<file path="src/dpsc_regs.vh">
// constants for the slave state control block: command bits, state codes, rate codes
// assumes plain verilog-2005 inclusion by bare name
`ifndef DPSC_REGS_VH
`define DPSC_REGS_VH
// ------------------------------------------------------------
// control command byte bit positions
// ------------------------------------------------------------
`define DPSC_GC_CLEAR 1
`define DPSC_GC_UNFREEZE 2
`define DPSC_GC_FREEZE 3
`define DPSC_GC_UNSYNC 4
`define DPSC_GC_SYNC 5
// ------------------------------------------------------------
// slave state encodings
// ------------------------------------------------------------
`define DPSC_ST_AWAIT_PARAMS 2'h0
`define DPSC_ST_AWAIT_CONFIG 2'h1
`define DPSC_ST_EXCHANGING 2'h2
`define DPSC_ST_FAULT 2'h3
// ------------------------------------------------------------
// watchdog state encodings
// ------------------------------------------------------------
`define DPSC_WD_RATE_SEARCH 2'h0
`define DPSC_WD_RATE_CHECK 2'h1
`define DPSC_WD_BUS_MONITORING 2'h2
// ------------------------------------------------------------
// baud rate codes, ram limit and reset command byte
// ------------------------------------------------------------
`define DPSC_BD_12M 4'h0
`define DPSC_BD_9_6K 4'h8
`define DPSC_BD_NONE 4'hF
`define DPSC_RAM_LIMIT 11'h600
`define DPSC_RESET_GC 8'h00
`endif

</file>
<file path="src/dpsc_sync2.v">
// two-flop synchroniser for asynchronous pins
// assumes one clock, asynchronous active-high reset
`timescale 1ns/1ps
module dpsc_sync2 (
    input wire clk, // system clock
    input wire rst, // async reset
    input wire ce, // clock enable
    input wire d, // asynchronous level
    output reg q // synchronised level
);
    reg meta_q;
    // ------------------------------------------------------------
    // two stages; first stage feeds only the second
    // ------------------------------------------------------------
    always @(posedge clk or posedge rst) begin
        if (rst) begin
            meta_q <= 1'b0;
            q <= 1'b0;
        end else if (ce) begin
            meta_q <= d;
            q <= meta_q;
        end
    end
endmodule

</file>
<file path="src/dpsc_ram_guard.v">
// ram range checker: flags accesses at or above the ram limit
// assumes address and strobe come from logic on clk
`timescale 1ns/1ps
`include "dpsc_regs.vh"
module dpsc_ram_guard (
    input wire clk, // system clock
    input wire rst, // async reset
    input wire ce, // clock enable
    input wire acc_stb, // one-cycle access strobe
    input wire [10:0] acc_addr, // byte address of access
    input wire acc_host, // access made by host processor
    input wire host_bus_variant_a, // variant where host errors are silent
    input wire clr, // re-initialisation clears the fault
    output reg ram_range_fault, // sticky fault status
    output reg link_layer_halt, // halt indication
    output reg fault_event // one-cycle fault message
);
    wire bad;
    // out of range: beyond the 1.5 kb array
    assign bad = acc_stb && (acc_addr >= `DPSC_RAM_LIMIT); // RQ16
    // ------------------------------------------------------------
    // sticky fault; a new error wins over the clear
    // ------------------------------------------------------------
    always @(posedge clk or posedge rst) begin
        if (rst) begin
            ram_range_fault <= 1'b0;
            link_layer_halt <= 1'b0;
            fault_event <= 1'b0;
        end else if (ce) begin
            if (bad) begin
                ram_range_fault <= 1'b1; // RQ16
                link_layer_halt <= 1'b1; // RQ16
            end else if (clr) begin
                ram_range_fault <= 1'b0;
                link_layer_halt <= 1'b0;
            end
            // host errors stay silent in variant a, sequencer errors never do
            fault_event <= bad && !(acc_host && host_bus_variant_a); // RQ17
        end
    end
endmodule

</file>
<file path="src/dpsc_state_ctrl.v">
// slave state control: global control decode, slave and watchdog states
// assumes master-side telegram strobes come from logic on clk; host requests
// and the variant strap are pins and are synchronised here
`timescale 1ns/1ps
`include "dpsc_regs.vh"
// What this block does
// RQ1: global-control event only on own group and a changed command byte
// RQ2: clear bit erases outputs, hands erased buffer to the user
// RQ3: unfreeze bit cancels active input freezing
// RQ4: freeze bit latches input data until the next freeze command; re-latched only when the command byte changes
// RQ5: sync shows latest outputs and holds later ones; unsync cancels
// RQ6: bits 0, 6 and 7 are reserved and do nothing
// RQ7: data-exchange-left event on any entry into or exit from exchange
// RQ8: slave state reported as params, config, exchange or fault
// RQ9: faulty parameter telegram during exchange leaves exchange
// RQ10: go-offline enters offline; only re-initialisation leaves it
// RQ11: passive idle status reads 1, offline reads 0
// RQ12: bus-monitor-expired event when response monitoring runs out
// RQ13: watchdog state reported as rate search, rate check or bus monitoring
// RQ14: leave-master request returns slave to awaiting parameters
// RQ15: detected baud rate reported as one of nine codes
// RQ16: access beyond 1.5 kb ram raises halt and range fault
// RQ17: variant a host errors silent; sequencer errors still flagged
// RQ18: watchdog goes rate search, then rate check, then bus monitoring
module dpsc_state_ctrl (
    input wire clk, // 125 mhz clock
    input wire rst, // async reset, active high
    input wire ce, // clock enable, freezes all state
    input wire gc_stb, // global control telegram received
    input wire gc_group_hit, // telegram addresses our group
    input wire [7:0] gc_cmd, // control command byte
    input wire prm_ok_stb, // good parameter telegram
    input wire prm_bad_stb, // faulty parameter telegram
    input wire cfg_ok_stb, // good configuration telegram
    input wire cfg_bad_stb, // faulty configuration telegram
    input wire out_stb, // new output data received
    input wire [7:0] out_data, // received output byte
    input wire [7:0] in_data, // application input byte
    input wire rate_found_stb, // baud search locked on a rate
    input wire [3:0] rate_code, // code of the rate found
    input wire rate_lost_stb, // rate check failed
    input wire rate_ok_stb, // rate check passed, telegram for us
    input wire monitor_expired_stb, // response monitor ran out
    input wire acc_stb, // internal ram access strobe
    input wire [10:0] acc_addr, // internal ram byte address
    input wire acc_host, // access made by host
    input wire go_offline_request, // host pin: go offline
    input wire reinit_request, // host pin: full re-initialisation
    input wire leave_master_request, // host pin: force reparameterisation
    input wire host_bus_variant_a, // strap pin
    output reg gc_event, // new global control command, pulse
    output reg [7:0] gc_cmd_q, // last accepted command byte
    output reg [7:0] app_out_q, // output data seen by application
    output reg [7:0] bus_in_q, // input data sent to master
    output reg user_buf_owned_q, // erased buffer owned by user
    output reg data_exchange_left_event, // exchange entered or left, pulse
    output reg [1:0] slave_state_q, // slave state code
    output reg passive_idle_q, // 1 passive idle, 0 offline
    output reg bus_monitor_expired_event, // monitor ran out, pulse
    output reg [1:0] wdog_state_q, // watchdog state code
    output reg [3:0] baud_code_q, // detected baud rate
    output wire ram_range_fault, // sticky addressing error
    output wire link_layer_halt, // halt on addressing error
    output wire ram_fault_event // addressing error message, pulse
);
    wire off_s;
    wire reinit_s;
    wire leave_s;
    wire variant_s;
    reg off_d1_q;
    reg reinit_d1_q;
    reg leave_d1_q;
    reg freeze_q;
    reg sync_q;
    reg [7:0] last_out_q;
    reg [1:0] slave_state_d;
    reg [1:0] wdog_state_d;
    wire off_rise;
    wire reinit_rise;
    wire leave_rise;
    wire gc_take;
    wire [3:0] pin_vec;
    wire [3:0] pin_sync;

    assign pin_vec = {host_bus_variant_a, leave_master_request, reinit_request, go_offline_request};
    // ------------------------------------------------------------
    // pin synchronisers, one per host pin and one for the variant strap
    // ------------------------------------------------------------
    genvar gi;
    generate
        for (gi = 0; gi < 4; gi = gi + 1) begin : g_sync
            dpsc_sync2 u_sync (
                .clk(clk),
                .rst(rst),
                .ce(ce),
                .d(pin_vec[gi]),
                .q(pin_sync[gi])
            );
        end
    endgenerate
    assign off_s = pin_sync[0];
    assign reinit_s = pin_sync[1];
    assign leave_s = pin_sync[2];
    assign variant_s = pin_sync[3];

    // requests act once per rising edge of the synchronised level
    always @(posedge clk or posedge rst) begin
        if (rst) begin
            off_d1_q <= 1'b0;
            reinit_d1_q <= 1'b0;
            leave_d1_q <= 1'b0;
        end else if (ce) begin
            off_d1_q <= off_s;
            reinit_d1_q <= reinit_s;
            leave_d1_q <= leave_s;
        end
    end
    assign off_rise = off_s && !off_d1_q;
    assign reinit_rise = reinit_s && !reinit_d1_q;
    assign leave_rise = leave_s && !leave_d1_q;

    // ------------------------------------------------------------
    // global control decode
    // ------------------------------------------------------------
    // repeated identical commands are ignored, so freeze only re-latches when
    // the master toggles the byte; a limitation the master knows about
    assign gc_take = gc_stb && gc_group_hit && (gc_cmd != gc_cmd_q) && passive_idle_q; // RQ1

    always @(posedge clk or posedge rst) begin
        if (rst) begin
            gc_event <= 1'b0;
            gc_cmd_q <= `DPSC_RESET_GC;
            freeze_q <= 1'b0;
            sync_q <= 1'b0;
            last_out_q <= 8'h00;
            app_out_q <= 8'h00;
            bus_in_q <= 8'h00;
            user_buf_owned_q <= 1'b0;
        end else if (ce) begin
            gc_event <= gc_take; // RQ1
            if (out_stb) last_out_q <= out_data;
            if (gc_take) begin
                gc_cmd_q <= gc_cmd; // RQ1
            end
            // reserved bits 0, 6, 7 are stored but decode nothing
            if (gc_take && gc_cmd[`DPSC_GC_UNFREEZE]) begin // RQ6
                freeze_q <= 1'b0; // RQ3
            end else if (gc_take && gc_cmd[`DPSC_GC_FREEZE]) begin
                freeze_q <= 1'b1; // RQ4
            end
            if (gc_take && gc_cmd[`DPSC_GC_UNSYNC]) begin
                sync_q <= 1'b0; // RQ5
            end else if (gc_take && gc_cmd[`DPSC_GC_SYNC]) begin
                sync_q <= 1'b1; // RQ5
            end
            // input path: frozen copy re-latched only on a freeze command
            if (gc_take && gc_cmd[`DPSC_GC_FREEZE]) begin
                bus_in_q <= in_data; // RQ4
            end else if (!freeze_q) begin
                bus_in_q <= in_data;
            end
            // output path: clear beats sync, sync beats live update
            if (gc_take && gc_cmd[`DPSC_GC_CLEAR]) begin
                app_out_q <= 8'h00; // RQ2
                user_buf_owned_q <= 1'b1; // RQ2
            end else if (gc_take && gc_cmd[`DPSC_GC_SYNC] && !gc_cmd[`DPSC_GC_UNSYNC]) begin
                app_out_q <= last_out_q; // RQ5
            end else if (out_stb && !sync_q) begin
                app_out_q <= out_data;
                user_buf_owned_q <= 1'b0;
            end
        end
    end

    // ------------------------------------------------------------
    // slave state machine
    // ------------------------------------------------------------
    always @* begin
        slave_state_d = slave_state_q;
        case (slave_state_q)
            `DPSC_ST_AWAIT_PARAMS: begin
                if (prm_ok_stb) begin
                    slave_state_d = `DPSC_ST_AWAIT_CONFIG;
                end else if (prm_bad_stb) begin
                    slave_state_d = `DPSC_ST_FAULT;
                end
            end
            `DPSC_ST_AWAIT_CONFIG: begin
                if (cfg_ok_stb) begin
                    slave_state_d = `DPSC_ST_EXCHANGING;
                end else if (cfg_bad_stb || prm_bad_stb) begin
                    slave_state_d = `DPSC_ST_FAULT;
                end
            end
            `DPSC_ST_EXCHANGING: begin
                if (prm_bad_stb || cfg_bad_stb) begin
                    slave_state_d = `DPSC_ST_AWAIT_PARAMS; // RQ9
                end
            end
            `DPSC_ST_FAULT: begin
                if (prm_ok_stb) begin
                    slave_state_d = `DPSC_ST_AWAIT_CONFIG;
                end
            end
            default: begin
                slave_state_d = `DPSC_ST_AWAIT_PARAMS;
            end
        endcase
        // host requests override the bus telegrams
        if (leave_rise || !passive_idle_q) begin
            slave_state_d = `DPSC_ST_AWAIT_PARAMS; // RQ14
        end
    end

    always @(posedge clk or posedge rst) begin
        if (rst) begin
            slave_state_q <= `DPSC_ST_AWAIT_PARAMS;
            data_exchange_left_event <= 1'b0;
        end else if (ce) begin
            slave_state_q <= slave_state_d; // RQ8
            // any crossing of the exchange boundary, either way
            data_exchange_left_event <= (slave_state_q == `DPSC_ST_EXCHANGING) !=
                                        (slave_state_d == `DPSC_ST_EXCHANGING); // RQ7
        end
    end

    // ------------------------------------------------------------
    // offline / passive idle
    // ------------------------------------------------------------
    // starts passive idle; offline is sticky until a re-initialisation
    always @(posedge clk or posedge rst) begin
        if (rst) begin
            passive_idle_q <= 1'b1; // RQ11
        end else if (ce) begin
            if (off_rise) begin
                passive_idle_q <= 1'b0; // RQ10
            end else if (reinit_rise) begin
                passive_idle_q <= 1'b1; // RQ10
            end
        end
    end

    // ------------------------------------------------------------
    // watchdog state machine and baud rate
    // ------------------------------------------------------------
    always @* begin
        wdog_state_d = wdog_state_q;
        case (wdog_state_q)
            `DPSC_WD_RATE_SEARCH: begin
                if (rate_found_stb && rate_code <= `DPSC_BD_9_6K) begin
                    wdog_state_d = `DPSC_WD_RATE_CHECK; // RQ18
                end
            end
            `DPSC_WD_RATE_CHECK: begin
                if (rate_lost_stb) begin
                    wdog_state_d = `DPSC_WD_RATE_SEARCH;
                end else if (rate_ok_stb) begin
                    wdog_state_d = `DPSC_WD_BUS_MONITORING; // RQ18
                end
            end
            `DPSC_WD_BUS_MONITORING: begin
                if (monitor_expired_stb) begin
                    wdog_state_d = `DPSC_WD_RATE_SEARCH;
                end
            end
            default: begin
                wdog_state_d = `DPSC_WD_RATE_SEARCH;
            end
        endcase
    end

    always @(posedge clk or posedge rst) begin
        if (rst) begin
            wdog_state_q <= `DPSC_WD_RATE_SEARCH;
            baud_code_q <= `DPSC_BD_NONE;
            bus_monitor_expired_event <= 1'b0;
        end else if (ce) begin
            wdog_state_q <= wdog_state_d; // RQ13
            // expiry only counts while monitoring is active
            bus_monitor_expired_event <= monitor_expired_stb &&
                                         (wdog_state_q == `DPSC_WD_BUS_MONITORING); // RQ12
            if (wdog_state_q == `DPSC_WD_RATE_SEARCH && rate_found_stb && rate_code <= `DPSC_BD_9_6K) begin
                baud_code_q <= rate_code; // RQ15
            end
        end
    end

    // ------------------------------------------------------------
    // ram range checker
    // ------------------------------------------------------------
    dpsc_ram_guard u_guard (
        .clk(clk),
        .rst(rst),
        .ce(ce),
        .acc_stb(acc_stb),
        .acc_addr(acc_addr),
        .acc_host(acc_host),
        .host_bus_variant_a(variant_s),
        .clr(reinit_rise),
        .ram_range_fault(ram_range_fault),
        .link_layer_halt(link_layer_halt),
        .fault_event(ram_fault_event)
    );
endmodule

</file>
<file path="config.mk">
export PLATFORM = sky130hd
export DESIGN_NAME = dpsc_state_ctrl
export DESIGN_NICKNAME = d
export VERILOG_FILES = /design/src/dpsc_sync2.v /design/src/dpsc_ram_guard.v /design/src/dpsc_state_ctrl.v
export VERILOG_INCLUDE_DIRS = /design/src /design/src/src
export SDC_FILE = /design/constraint.sdc
export NUM_CORES = 1
export LEC_CHECK = 0
export BUFFER_PORTS_ARGS = -buffer_cell sky130_fd_sc_hd__buf_2
export CAP_MARGIN = 20
export CORE_MARGIN = 5
export CORE_UTILIZATION = 50
export CTS_CLUSTER_DIAMETER = 200
export CTS_CLUSTER_SIZE = 20
export DETAILED_ROUTE_END_ITERATION = 10
export PLACE_DENSITY = 0.79
export SLEW_MARGIN = 25
export SYNTH_ARGS = -nofsm -noshare
export SYNTH_HDL_FRONTEND = slang
export SYNTH_SLANG_ARGS = --single-unit
export TNS_END_PERCENT = 10
</file>
<file path="constraint.sdc">
create_clock -name clk -period 3 [get_ports clk]
set_input_delay 0.3 -clock clk [delete_from_list [all_inputs] [get_ports clk]]
set_output_delay 0.3 -clock clk [all_outputs]
set_load 0.03 [all_outputs]
</file>
==> results.toml <==
[run_status]
status = "completed"

[clock_network]
cts_root_buf = "clkbuf_8"
clock_latency_ns = 0.33
ctsResizeCount = 0
numCtsBuffers = 9
clkSlewWorstSetupHoldPaths_ns = 0.07
cts_hold_buf = 0
cts_max_level = 3
cts_buffer_depth = 2
post_cts_buffers = 0
clock_sinks = 60
cts_tree = "yes"

[sta]
final.setup_skew_ns = 0.00770
final.setup.tns_ns = 0
tightest_slew_ns = 0.834
slew_headroom = 0.439
final_max_slew_viol_count = 0
fin_crit_sh = 0.776
period_minus_slack_ns = 2.33
holdWs_ns = 0.0921
fmax_mhz = 430
final_hold_viol_count = 0
rsz0062_at_grt = "no"
final-setup-viol-count = 0

[grt]
grt_first_pass_wirelength_um = 9010
grt_pass1_vias = 1993
grt_max_degree = 38
grt-ovfl-total = 0
antenna_found_initial = 0
grt.total_usage = 0.179

[place]
placed_cells = 357
gp_congestion = 0.750
dp_hpwl_um = 4060
io_buffers = 89

[worst_setup_path]
crit_path_end_kind = "flip-flop"
critPathLaunch = "gc_cmd_q[6]$_DFFE_PP0P_"
start_kind = "flip-flop"
path_class = "flip-flop to flip-flop"
r2r-end = "bus_in_q[1]$_DFFE_PP0P_"
crit_path_max_fanout = 8
worstPathRequired_ns = 3.21
crit_arrival_ns = 2.54
crit_slowest_cell = "nor4_1"
reg2reg_depth = 5
critPathMaxStageDelay_ns = 0.73
crit_chain = "xor2_1 > nor4_1 > a21oi_1 > o21ai_4 > mux2_2"
r2r_slack_ns = 0.67
crit_end = "bus_in_q[1]$_DFFE_PP0P_"
r2r_start = "gc_cmd_q[6]$_DFFE_PP0P_"

[floorplanning]
core-area_um2 = 5070
rows = 26
die-height_um = 82.3
dieArea_um2 = 6770
dieWidth_um = 82.3
start_util = 0.514
io_pins = 99

[route]
drt_wl_total_um = 5590
post-route-drc-count = 0
ant_nets = 0
viasPerCell = 5.21
drtPass1Iterations = 4
drtIter0Drc = 63
routed-via-count = 1942
met1_length_um = 2250
wl_per_cell_um = 15.0
wl_met3_um = 379
topRoutingLayerUsed = "met4"
met2WireLength_um = 2830

[logic_synthesis]
yosysWarningCount = 0
synth_cells = 201
synth_area_um2 = 2610
synth-edff-count = 0
synth_area_per_cell_um2 = 13.0
synth_cell_types = 40
synth_nets = 260
yosysSeqAreaShare = 0.578
synthFlopType = "dfrtp_1"
ys_ff_latch = 60
ys_async_sr_fraction = 1.00

[cells_and_area]
final_util = 0.650
diodes = 0
area_delta_synth_final_pct = 26.3
stdcell_count = 373
final_nets = 357
drive_gt1_frac = 0.502
fillers = 414

[pwr]
power.leakage_nw = 1.65
powerDensity_nw_per_um2 = 914
ir_drop_v = 0.000490

[hold_path]
worstHoldPathType = "input pin to asynchronous set/reset pin"

[run]
maxCapViolations = 0
## cell usage after synthesis, drive strengths merged (2+ instances only)
| master | count | area share |
|---|---|---|
| a31oi | 3 | 0.0072 |
| o21ai | 12 | 0.027 |
| nand4 | 2 | 0.0048 |
| a21o | 2 | 0.0058 |
| xor2 | 8 | 0.027 |
| mux2 | 36 | 0.16 |
| nor2 | 7 | 0.010 |
| a22o | 2 | 0.0067 |
| inv | 9 | 0.013 |
| mux2i | 8 | 0.031 |
| dfrtp | 55 | 0.53 |
| nand2b | 2 | 0.0048 |
| a21oi | 10 | 0.021 |
| dfstp | 5 | 0.050 |
| buf | 5 | 0.013 |
| nor4 | 3 | 0.0072 |
| nand2 | 7 | 0.010 |
| or3 | 2 | 0.0048 |
| o2bb2ai | 8 | 0.027 |
## critical path, delay by kind of cell (launching register included)
family / cells / cell delay, ns
compound gates: 2 / 0.53
flops: 1 / 0.40
xor+xnor: 1 / 0.17
mux: 1 / 0.38
simple gates: 1 / 0.73
## kinds of logic (layout without fill, tap and decap cells)
group | count (synthesis) | in the layout | synth area share
compound gates | 44 | 44 | 0.121
xor+xnor | 8 | 8 | 0.0268
buf+inv | 15 | 117 | 0.0278
flops | 60 | 60 | 0.578
mux | 44 | 44 | 0.186
simple gates | 30 | 30 | 0.0609
## registers in the layout, indices dropped and copies added (netlist names), 2 cells and up
register and count:
wdog_state_q 2, g_sync.u_sync.q 4, baud_code_q 4, bus_in_q 8, slave_state_q 2, gc_cmd_q 8
app_out_q 8, g_sync.u_sync.meta_q 4, last_out_q 8
## cells in the final DEF, fill, tap and decap left out, types with 2 or more instances in the layout
cell type  instances
nand4_1            2
nand2b_1           2
clkinv_2           2
buf_2             89
a21o_1             2
nand2_1            7
inv_1              7
mux2i_1            8
a21oi_1            9
dfrtp_1           55
or3_1              2
nor4_1             3
clkbuf_8          10
a22o_1             2
dfstp_2            5
buf_4              3
clkbuf_1           4
xor2_1             8
o2bb2ai_1          8
a31oi_1            3
mux2_2            36
o21ai_0           11
nor2_1             7
inv_2              2
## worst min path at each step
stage | endpoint | slack (ns) | depth (start not counted)
6_report | bus_in_q[5]$_DFFE_PP0P_ | 0.09 | 2
5_1_grt | slave_state_q[1]$_DFFE_PP0P_ | 0.18 | 2
4_1_cts | slave_state_q[1]$_DFFE_PP0P_ | 0.12 | 2
3_5_place_dp | passive_idle_q$_DFFE_PP1P_ | 0.46 | 1
3_3_place_gp | passive_idle_q$_DFFE_PP1P_ | 0.44 | 1
2_1_floorplan | freeze_q$_DFFE_PP0P_ | 0.39 | 1
## layout make-up
cell class,instances,area [um2],area share
clock inverter,2,10.0,0.00304
sequential,60,1510,0.457
clock buffer,14,153,0.0463
tap,70,87.6,0.0266
timing repair buffer,92,468,0.142
inverter,9,33.8,0.0102
multi-input combinational,126,1040,0.315
## stage by stage
step / setup slack (ns) / power (mW) / area, um2
final: 0.672 / 3.01 / 3300
after global routing: 0.466 / 3.18 / 3300
after CTS: 0.637 / 3.04 / 3290
after detailed placement: 0.644 / 2.42 / 3130
after global placement: 0.718 / 2.38 / 3130
after floorplan: 0.868 / 2.06 / 2610
## power breakdown
group	switching [mW]	internal, mW
logic	0.722	0.418
registers	0.167	1.08
clock network	0.304	0.321
## routing by layer
metal	global-route usage	up-vias
li1	-	933
met1	0.204	942
met2	0.307	53
met3	0.0477	14
met4	0.0947	0
met5	0	-
Note: power is estimated with default switching activity, not from simulation.
